File: src/logic/tapc_defines.vh
// constants for the auxiliary pin configuration block
// assumes a 50 MHz system clock and an axi4-lite register port
//
// How it works
// - pin a field bits 1:0: 00 input, 01 output, 10 reserved, 11 clock-failure
// - clock-failure mode: drive zero as active master, else read failure input
// - pins b to e: 00 input, 01 drives that pin's value bit
// - pin b code 10: message channel line, rx to pin d, tx from c
// - pin b code 11: network reference clock input for time stamp recovery
// - pin c code 10: transmit data input for message channel
// - pin c code 11: time stamp valid output while pin d carries a bit
// - pin d code 10: outputs received message channel data
// - pin d code 11: outputs residual time stamp data bits
// - pin e code 10: message channel clock output; code 11 reserved
// - bits 11 to 15 are pin a..e levels, used only in output code
// - status register bits 11 to 15 show present pin a..e levels
`ifndef TAPC_DEFINES_VH
`define TAPC_DEFINES_VH

// register map, byte addresses
`define TAPC_ADDR_W       16
`define TAPC_CFG_ADDR     16'h6004
`define TAPC_STAT_ADDR    16'h6008
`define TAPC_CFG_RST      16'h0000

// field positions in the configuration word
`define TAPC_SEL_A_LSB    0
`define TAPC_SEL_B_LSB    2
`define TAPC_SEL_C_LSB    4
`define TAPC_SEL_D_LSB    6
`define TAPC_SEL_E_LSB    8
`define TAPC_RSVD_BIT     10
`define TAPC_VAL_LSB      11
`define TAPC_NPINS        5

// role codes
`define TAPC_ROLE_IN      2'h0
`define TAPC_ROLE_OUT     2'h1
`define TAPC_ROLE_ALT1    2'h2
`define TAPC_ROLE_ALT2    2'h3

// axi responses
`define TAPC_RESP_OKAY    2'h0
`define TAPC_RESP_SLVERR  2'h2

`endif

File: src/logic/tapc_pin_cell.v
// one auxiliary pin: role mux, output enable and level sample
// assumes pin inputs are synchronous to clock
`timescale 1ns/10ps
`default_nettype none
`include "tapc_defines.vh"

module tapc_pin_cell (
	input  wire       clock,      // system clock
	input  wire       rst_n,      // sync reset, active low
	input  wire [1:0] sel,        // role code for this pin
	input  wire       prog_val,   // programmed output level
	input  wire       alt1_oe,    // drive enable for code 10
	input  wire       alt1_out,   // drive level for code 10
	input  wire       alt2_oe,    // drive enable for code 11
	input  wire       alt2_out,   // drive level for code 11
	input  wire       pin_in,     // level seen on the pin
	output reg        pin_out,    // level to drive
	output reg        pin_oe,     // high while driving
	output reg        level_r     // sampled pin level
);

	// role mux; a special role that is reserved passes oe low
	always @* begin
		pin_out = 1'b0;
		pin_oe  = 1'b0;
		case (sel)
			`TAPC_ROLE_IN: begin
				pin_oe = 1'b0;
			end
			`TAPC_ROLE_OUT: begin
				pin_out = prog_val;
				pin_oe  = 1'b1;
			end
			`TAPC_ROLE_ALT1: begin
				pin_out = alt1_out;
				pin_oe  = alt1_oe;
			end
			default: begin
				pin_out = alt2_out;
				pin_oe  = alt2_oe;
			end
		endcase
	end

	// level sample for the status read-back
	always @(posedge clock) begin
		if (!rst_n)
			level_r <= 1'b0;
		else
			level_r <= pin_in;
	end

endmodule // tapc_pin_cell

`default_nettype wire

File: src/logic/tapc_aux_pin_config.v
// top of the auxiliary pin configuration block
// holds the axi4-lite register slave and the role logic for pins a..e
// assumes all pin and core inputs are synchronous to clock
//
// Implementation choice: register access over AXI4-Lite.
`timescale 1ns/10ps
`default_nettype none
`include "tapc_defines.vh"

module tapc_aux_pin_config (
	input  wire        clock,                 // 50 MHz system clock
	input  wire        rst_n,                 // sync reset, active low
	// axi4-lite write address
	input  wire [15:0] s_axi_awaddr,          // write byte address
	input  wire        s_axi_awvalid,         // write address valid
	output wire        s_axi_awready,         // write address ready
	// axi4-lite write data
	input  wire [31:0] s_axi_wdata,           // write data
	input  wire [3:0]  s_axi_wstrb,           // byte lane strobes
	input  wire        s_axi_wvalid,          // write data valid
	output wire        s_axi_wready,          // write data ready
	// axi4-lite write response
	output reg  [1:0]  s_axi_bresp,           // write response
	output reg         s_axi_bvalid,          // write response valid
	input  wire        s_axi_bready,          // write response ready
	// axi4-lite read address
	input  wire [15:0] s_axi_araddr,          // read byte address
	input  wire        s_axi_arvalid,         // read address valid
	output wire        s_axi_arready,         // read address ready
	// axi4-lite read data
	output reg  [31:0] s_axi_rdata,           // read data
	output reg  [1:0]  s_axi_rresp,           // read response
	output reg         s_axi_rvalid,          // read data valid
	input  wire        s_axi_rready,          // read data ready
	// tdm clock role from the clocking block
	input  wire        clk_master_active,     // device drives tdm clocks
	// core side of the special roles
	output reg         clock_failure_flag,    // failure input level
	output reg         network_ref_clock_in,  // network clock from pin b
	output reg         msg_chan_rx_data,      // rx data from pin b
	input  wire        msg_chan_clock,        // message channel clock
	input  wire        timestamp_data,        // time stamp data bit
	input  wire        timestamp_valid,       // time stamp bit valid
	// auxiliary pins, three signals each
	input  wire        aux_pin_a_in,          // pin a level
	output wire        aux_pin_a_out,         // pin a drive level
	output wire        aux_pin_a_oe,          // pin a drive enable
	input  wire        aux_pin_b_in,          // pin b level
	output wire        aux_pin_b_out,         // pin b drive level
	output wire        aux_pin_b_oe,          // pin b drive enable
	input  wire        aux_pin_c_in,          // pin c level
	output wire        aux_pin_c_out,         // pin c drive level
	output wire        aux_pin_c_oe,          // pin c drive enable
	input  wire        aux_pin_d_in,          // pin d level
	output wire        aux_pin_d_out,         // pin d drive level
	output wire        aux_pin_d_oe,          // pin d drive enable
	input  wire        aux_pin_e_in,          // pin e level
	output wire        aux_pin_e_out,         // pin e drive level
	output wire        aux_pin_e_oe           // pin e drive enable
);

	////////////////////////////////////////////////////////////////////
	// configuration register and field views

	reg  [15:0] aux_pin_config_r;   // configuration word
	reg  [15:0] aux_pin_config_nxt; // next configuration word
	wire [1:0]  pin_a_role_sel;     // role of pin a
	wire [1:0]  pin_b_role_sel;     // role of pin b
	wire [1:0]  pin_c_role_sel;     // role of pin c
	wire [1:0]  pin_d_role_sel;     // role of pin d
	wire [1:0]  pin_e_role_sel;     // role of pin e
	wire [4:0]  pin_prog_val;       // programmed levels a..e
	wire [4:0]  pin_level;          // sampled levels a..e

	// field slices of the stored word
	assign pin_a_role_sel = aux_pin_config_r[`TAPC_SEL_A_LSB +: 2];
	assign pin_b_role_sel = aux_pin_config_r[`TAPC_SEL_B_LSB +: 2];
	assign pin_c_role_sel = aux_pin_config_r[`TAPC_SEL_C_LSB +: 2];
	assign pin_d_role_sel = aux_pin_config_r[`TAPC_SEL_D_LSB +: 2];
	assign pin_e_role_sel = aux_pin_config_r[`TAPC_SEL_E_LSB +: 2];
	assign pin_prog_val   = aux_pin_config_r[`TAPC_VAL_LSB +: `TAPC_NPINS];

	////////////////////////////////////////////////////////////////////
	// axi4-lite write path

	reg         aw_held_r;   // write address captured
	reg  [15:0] aw_addr_r;   // captured write address
	reg         w_held_r;    // write data captured
	reg  [31:0] w_data_r;    // captured write data
	reg  [3:0]  w_strb_r;    // captured strobes
	wire        aw_take;     // address handshake this edge
	wire        w_take;      // data handshake this edge
	wire        wr_fire;     // both halves present, no response pending
	wire        wr_hit_cfg;  // write targets the config word

	// ready while the half is empty and no response waits
	assign s_axi_awready = !aw_held_r && !s_axi_bvalid;
	assign s_axi_wready  = !w_held_r && !s_axi_bvalid;
	assign aw_take = s_axi_awvalid && s_axi_awready;
	assign w_take  = s_axi_wvalid && s_axi_wready;
	assign wr_fire = aw_held_r && w_held_r;
	assign wr_hit_cfg = (aw_addr_r == `TAPC_CFG_ADDR);

	// capture each half in whatever order it arrives
	always @(posedge clock) begin
		if (!rst_n) begin
			aw_held_r <= 1'b0;
			aw_addr_r <= 16'h0000;
			w_held_r  <= 1'b0;
			w_data_r  <= 32'h00000000;
			w_strb_r  <= 4'h0;
		end else begin
			if (aw_take) begin
				aw_held_r <= 1'b1;
				aw_addr_r <= s_axi_awaddr;
			end else if (wr_fire) begin
				aw_held_r <= 1'b0;
			end
			if (w_take) begin
				w_held_r <= 1'b1;
				w_data_r <= s_axi_wdata;
				w_strb_r <= s_axi_wstrb;
			end else if (wr_fire) begin
				w_held_r <= 1'b0;
			end
		end
	end

	// response one edge after both halves are held
	always @(posedge clock) begin
		if (!rst_n) begin
			s_axi_bvalid <= 1'b0;
			s_axi_bresp  <= `TAPC_RESP_OKAY;
		end else if (wr_fire) begin
			s_axi_bvalid <= 1'b1;
			// status word is read only, so a write to it is refused too
			s_axi_bresp  <= wr_hit_cfg ? `TAPC_RESP_OKAY : `TAPC_RESP_SLVERR;
		end else if (s_axi_bready) begin
			s_axi_bvalid <= 1'b0;
		end
	end

	// byte-lane merge into the 16-bit word; upper lanes have no storage
	always @* begin
		aux_pin_config_nxt = aux_pin_config_r;
		if (wr_fire && wr_hit_cfg) begin
			if (w_strb_r[0])
				aux_pin_config_nxt[7:0] = w_data_r[7:0];
			if (w_strb_r[1])
				aux_pin_config_nxt[15:8] = w_data_r[15:8];
		end
	end

	// bit 10 is stored as written; software keeps it zero
	always @(posedge clock) begin
		if (!rst_n)
			aux_pin_config_r <= `TAPC_CFG_RST;
		else
			aux_pin_config_r <= aux_pin_config_nxt;
	end

	////////////////////////////////////////////////////////////////////
	// axi4-lite read path

	wire [15:0] stat_word;  // pin level read-back word
	wire        ar_take;    // read address handshake

	// pin levels sit in bits 15:11, the rest reads zero
	assign stat_word = {pin_level, 11'h000};

	// one read in flight; a new address waits until the data is taken
	assign s_axi_arready = !s_axi_rvalid;
	assign ar_take = s_axi_arvalid && s_axi_arready;

	reg  [15:0] rd_word_nxt;  // word picked by the read address
	reg  [1:0]  rd_resp_nxt;  // response for that address

	// read address decode; unmapped addresses read zero with an error
	always @* begin
		rd_word_nxt = 16'h0000;
		rd_resp_nxt = `TAPC_RESP_SLVERR;
		case (s_axi_araddr)
			`TAPC_CFG_ADDR: begin
				rd_word_nxt = aux_pin_config_r;
				rd_resp_nxt = `TAPC_RESP_OKAY;
			end
			`TAPC_STAT_ADDR: begin
				rd_word_nxt = stat_word;
				rd_resp_nxt = `TAPC_RESP_OKAY;
			end
			default: begin
				rd_word_nxt = 16'h0000;
				rd_resp_nxt = `TAPC_RESP_SLVERR;
			end
		endcase
	end

	// data one edge after the address is taken
	always @(posedge clock) begin
		if (!rst_n) begin
			s_axi_rvalid <= 1'b0;
			s_axi_rdata  <= 32'h00000000;
			s_axi_rresp  <= `TAPC_RESP_OKAY;
		end else if (ar_take) begin
			s_axi_rvalid <= 1'b1;
			s_axi_rdata  <= {16'h0000, rd_word_nxt};
			s_axi_rresp  <= rd_resp_nxt;
		end else if (s_axi_rready) begin
			s_axi_rvalid <= 1'b0;
		end
	end

	////////////////////////////////////////////////////////////////////
	// special-role drive terms

	wire a_fail_out;   // pin a drive level in failure role
	wire a_fail_oe;    // pin a drive enable in failure role
	wire b_mc_tx;      // transmit bit for the channel line
	wire b_mc_oe;      // open-drain pull on pin b

	// active master pulls the failure line low; else it listens
	// takeover by an alternate is decided outside and shows on clk_master_active
	assign a_fail_out = 1'b0;
	assign a_fail_oe  = clk_master_active;

	// tx bit only counts while pin c is the tx input; otherwise idle high
	assign b_mc_tx = (pin_c_role_sel == `TAPC_ROLE_ALT1) ? aux_pin_c_in : 1'b1;
	// channel line is open drain: pull low on a zero, release on a one
	assign b_mc_oe = !b_mc_tx;

	////////////////////////////////////////////////////////////////////
	// pin cells

	// pin a: code 10 reserved, so alt1 never drives
	tapc_pin_cell u_pin_a (
		.clock    (clock),
		.rst_n    (rst_n),
		.sel      (pin_a_role_sel),
		.prog_val (pin_prog_val[0]),
		.alt1_oe  (1'b0),
		.alt1_out (1'b0),
		.alt2_oe  (a_fail_oe),
		.alt2_out (a_fail_out),
		.pin_in   (aux_pin_a_in),
		.pin_out  (aux_pin_a_out),
		.pin_oe   (aux_pin_a_oe),
		.level_r  (pin_level[0])
	);

	// pin b: channel line, or network clock input that never drives
	tapc_pin_cell u_pin_b (
		.clock    (clock),
		.rst_n    (rst_n),
		.sel      (pin_b_role_sel),
		.prog_val (pin_prog_val[1]),
		.alt1_oe  (b_mc_oe),
		.alt1_out (1'b0),
		.alt2_oe  (1'b0),
		.alt2_out (1'b0),
		.pin_in   (aux_pin_b_in),
		.pin_out  (aux_pin_b_out),
		.pin_oe   (aux_pin_b_oe),
		.level_r  (pin_level[1])
	);

	// pin c: tx data input, or time stamp valid output
	tapc_pin_cell u_pin_c (
		.clock    (clock),
		.rst_n    (rst_n),
		.sel      (pin_c_role_sel),
		.prog_val (pin_prog_val[2]),
		.alt1_oe  (1'b0),
		.alt1_out (1'b0),
		.alt2_oe  (1'b1),
		.alt2_out (timestamp_valid),
		.pin_in   (aux_pin_c_in),
		.pin_out  (aux_pin_c_out),
		.pin_oe   (aux_pin_c_oe),
		.level_r  (pin_level[2])
	);

	// pin d: received channel data, or time stamp data
	tapc_pin_cell u_pin_d (
		.clock    (clock),
		.rst_n    (rst_n),
		.sel      (pin_d_role_sel),
		.prog_val (pin_prog_val[3]),
		.alt1_oe  (1'b1),
		.alt1_out (msg_chan_rx_data),
		.alt2_oe  (1'b1),
		.alt2_out (timestamp_data),
		.pin_in   (aux_pin_d_in),
		.pin_out  (aux_pin_d_out),
		.pin_oe   (aux_pin_d_oe),
		.level_r  (pin_level[3])
	);

	// pin e: channel clock out; code 11 reserved and undriven
	tapc_pin_cell u_pin_e (
		.clock    (clock),
		.rst_n    (rst_n),
		.sel      (pin_e_role_sel),
		.prog_val (pin_prog_val[4]),
		.alt1_oe  (1'b1),
		.alt1_out (msg_chan_clock),
		.alt2_oe  (1'b0),
		.alt2_out (1'b0),
		.pin_in   (aux_pin_e_in),
		.pin_out  (aux_pin_e_out),
		.pin_oe   (aux_pin_e_oe),
		.level_r  (pin_level[4])
	);

	////////////////////////////////////////////////////////////////////
	// core-side inputs taken from the pins

	// failure input heard only while not the active master;
	// idle high keeps the failure line quiet when the role is off
	always @(posedge clock) begin
		if (!rst_n)
			clock_failure_flag <= 1'b1;
		else if (pin_a_role_sel == `TAPC_ROLE_ALT2 && !clk_master_active)
			clock_failure_flag <= aux_pin_a_in;
		else
			clock_failure_flag <= 1'b1;
	end

	// network clock sits low while pin b has another role
	always @(posedge clock) begin
		if (!rst_n)
			network_ref_clock_in <= 1'b0;
		else if (pin_b_role_sel == `TAPC_ROLE_ALT2)
			network_ref_clock_in <= aux_pin_b_in;
		else
			network_ref_clock_in <= 1'b0;
	end

	// received data idles high, the quiet level of the channel
	always @(posedge clock) begin
		if (!rst_n)
			msg_chan_rx_data <= 1'b1;
		else if (pin_b_role_sel == `TAPC_ROLE_ALT1)
			msg_chan_rx_data <= aux_pin_b_in;
		else
			msg_chan_rx_data <= 1'b1;
	end

endmodule // tapc_aux_pin_config

`default_nettype wire

File: config.mk
export PLATFORM = sky130hd
export DESIGN_NAME = tapc_aux_pin_config
export DESIGN_NICKNAME = d
export VERILOG_FILES = /design/src/logic/tapc_pin_cell.v /design/src/logic/tapc_aux_pin_config.v
export VERILOG_INCLUDE_DIRS = /design/src /design/src/logic
export SDC_FILE = /design/constraint.sdc
export NUM_CORES = 1
export LEC_CHECK = 0
export ABC_AREA = 1
export BUFFER_PORTS_ARGS = -buffer_cell sky130_fd_sc_hd__clkbuf_2
export CAP_MARGIN = 10
export CELL_PAD_IN_SITES_DETAIL_PLACEMENT = 0
export CELL_PAD_IN_SITES_GLOBAL_PLACEMENT = 1
export CORE_UTILIZATION = 36
export DETAILED_ROUTE_END_ITERATION = 8
export HOLD_SLACK_MARGIN = 0.12
export PLACE_DENSITY = 0.82
export SKIP_CTS_REPAIR_TIMING = 1
export SLEW_MARGIN = 20
export SYNTH_ARGS = -nofsm -noshare
export SYNTH_HDL_FRONTEND = slang
export SYNTH_HIERARCHICAL = 1
export SYNTH_SLANG_ARGS = --single-unit
File: constraint.sdc
create_clock -name clock -period 2.7 [get_ports clock]
set_input_delay 0.135 -clock clock [delete_from_list [all_inputs] [get_ports clock]]
set_output_delay 0.135 -clock clock [all_outputs]
set_load 0.1 [all_outputs]
==> out/metrics.cfg <==
[clock_network]
numCtsBuffers = 9
h-tree-depth = 3
cts_root_buffer = clkbuf_8
clock_sinks = 80
clk_path_buf_depth = 2
path_clk_slew_ps = 80
cts_tree = yes
clk_latency_ps = 340

[synth]
yosysSeqAreaShare_pct = 43.7
yosys_warnings = 6
ys_ff_latch = 80
synth.area.top_cells = dfxtp_1, nor2_1, inv_1
synthesis.area_mm2 = 0.00367
avgSynthCellArea_um2 = 7.05
yosysTopAreaCellShare_pct = 43.7
netlist-cell-type-count = 26
synth_cells = 520
yosysTopAreaCell = dfxtp_1

[min_path]
hp-class = in2reg

[global_routing]
grt_start_max_net_pins = 36
grt_pass1_vias = 2805
grt_pass1_wl_um = 12500
antenna_found_initial = 0
grt.overflow.total = 0
grt_usage_pct = 15.5

[sta]
finalHoldViolations = 0
slew_violations = 0
period_needed_ps = 1770
rsz0062_at_grt = false
clock.fmax_ghz = 0.564
tns_ps = 0
holdWs_ps = 87.1
worst_pin_slew_ps = 933
fin_worst_skew_ps = 5.24
setup_viol = 0
period_share_pct = 65.6
maxSlewHeadroom_pct = 37.6

[placed_design]
hpwl_um = 6090
gp_congestion = 0.752
numPortBuffers = 101

[run]
cap_violations = 0

[power]
p_sw_mw = 0.928
combinationalPowerShare_pct = 21.9
fin_total_pwr_mw = 2.75
p_leak_nw = 2.29
swShare_pct = 33.7
pwr-share-clk_pct = 31.2
powerDensity_mw_per_mm2 = 577
internal_power_mw = 1.83
irDropWorstVdd_uv = 350
seqPwrFrac_pct = 46.9

[die]
core-area_mm2 = 0.00982
die_h_um = 103
pin_count = 138
rows = 36
dieArea_mm2 = 0.0106
start_util_pct = 37.3
die_w_um = 103

[worst_setup_path]
worst-path-max-fanout = 35
critPathKind = reg2reg
arrival_ps = 1980
slowest_stage = clkinv_1
path_delay_family = buffers and inverters
slowest_delay_ps = 640
crit_chain = inv_1, nand2_1, clkinv_1, o21ai_0, a21oi_1
crit_path_start_kind = flop
critPathBufInv = 2
cp.required_ps = 2900
end_kind = flop

[layout]
final_cell_mix = clkbuf_2, nor2_1, dfxtp_1
postLayoutCoreUtil_pct = 48.6
layout-drive-gt1-share_pct = 21.5
diodes = 0
fin_nets = 743
syn_to_final_growth_pct = 30.1
layout_commonest_cell = clkbuf_2

[detailed_routing]
ant_nets = 0
vias = 3436
vias_per_cell = 4.31
drc = 0
drt_iter0_markers = 90
wl_per_cell_um = 10.5
routed_wirelength_um = 8370
dr.pass1.iters = 4

[status]
status = complete, no violations

==> through the flow <==
step	setup WS (ps)	cell area (um^2)	cells
CTS	901	4430	763
finish	928	4770	797
global placement	1010	4240	747
detailed placement	908	4240	747
floorplan	159	3780	550
global route	731	4770	797
==> power by group through the flow <==
| stage | Sequential [mW] | Combinational [mW] | Clock [mW] |
|---|---|---|---|
| after detailed placement | 1.32 | 0.567 | 0 |
| final | 1.29 | 0.602 | 0.861 |
| after global placement | 1.32 | 0.562 | 0 |
| after global routing | 1.30 | 0.651 | 0.941 |
| after floorplan | 1.45 | 0.345 | 0 |
| after CTS | 1.29 | 0.567 | 0.895 |
==> per-layer routing <==
layer | routed length [um] | up-vias | track usage [%]
met5 | 0 | - | 0
met4 | 39 | 0 | 4.23
met3 | 519 | 2 | 5.22
met2 | 3880 | 106 | 26.4
met1 | 3940 | 1447 | 18.7
li1 | - | 1881 | -
==> cells by family (layout without fill, tap and decap cells) <==
kind of cell	count (synthesis)	after routing	synth area share (%)
flops	80	80	43.7
buf+inv	123	237	15.1
other cells	2	32	0.205
compound gates	86	86	12.3
simple gates	229	229	28.7
==> registers in the layout, summed over array words and instances, names as in the netlist, 2 cells and up <==
signal            cells
aux_pin_config_r     16
aw_addr_r            16
s_axi_rdata          16
w_data_r             16
w_strb_r              2
==> area by class of cell <==
cell class	instances	area, um^2
fill	1035	5050
multi-input combinational	347	1630
sequential	80	1600
timing repair buffer	138	868
inverter	83	312
tap	133	166
clock buffer	9	124
clock inverter	7	70.1
==> Yosys cell counts, drive strengths merged <==
cell type / n
nor2: 87
inv: 82
dfxtp: 80
nand2: 65
nand3: 56
o21ai: 52
a21oi: 33
buf: 28
nand4: 18
clkbuf: 12
conb: 2
nor3: 2
clkinv: 1
nor4: 1
o21a: 1
==> tightest hold or removal path, cell delays in order <==
cell and delay, ps:
clkbuf_2 70, o21ai_0 80, a21oi_1 110
==> worst paths after layout <==
| kind | from | slack (ps) | depth (start not counted) | end |
|---|---|---|---|---|
| worst max-delay path | s_axi_rvalid$_SDFFE_PN0P_ | 930 | 5 | s_axi_rdata[6]$_SDFFE_PN0P_ |
| worst min-delay path | s_axi_wdata[9] | 90 | 3 | w_data_r[9]$_SDFFE_PN0P_ |
| worst max register to register | s_axi_rvalid$_SDFFE_PN0P_ | 930 | 5 | s_axi_rdata[6]$_SDFFE_PN0P_ |
| worst min register to register | aw_addr_r[2]$_SDFFE_PN0P_ | 450 | 2 | aw_addr_r[2]$_SDFFE_PN0P_ |
Note: power is estimated with default switching activity, not from simulation.
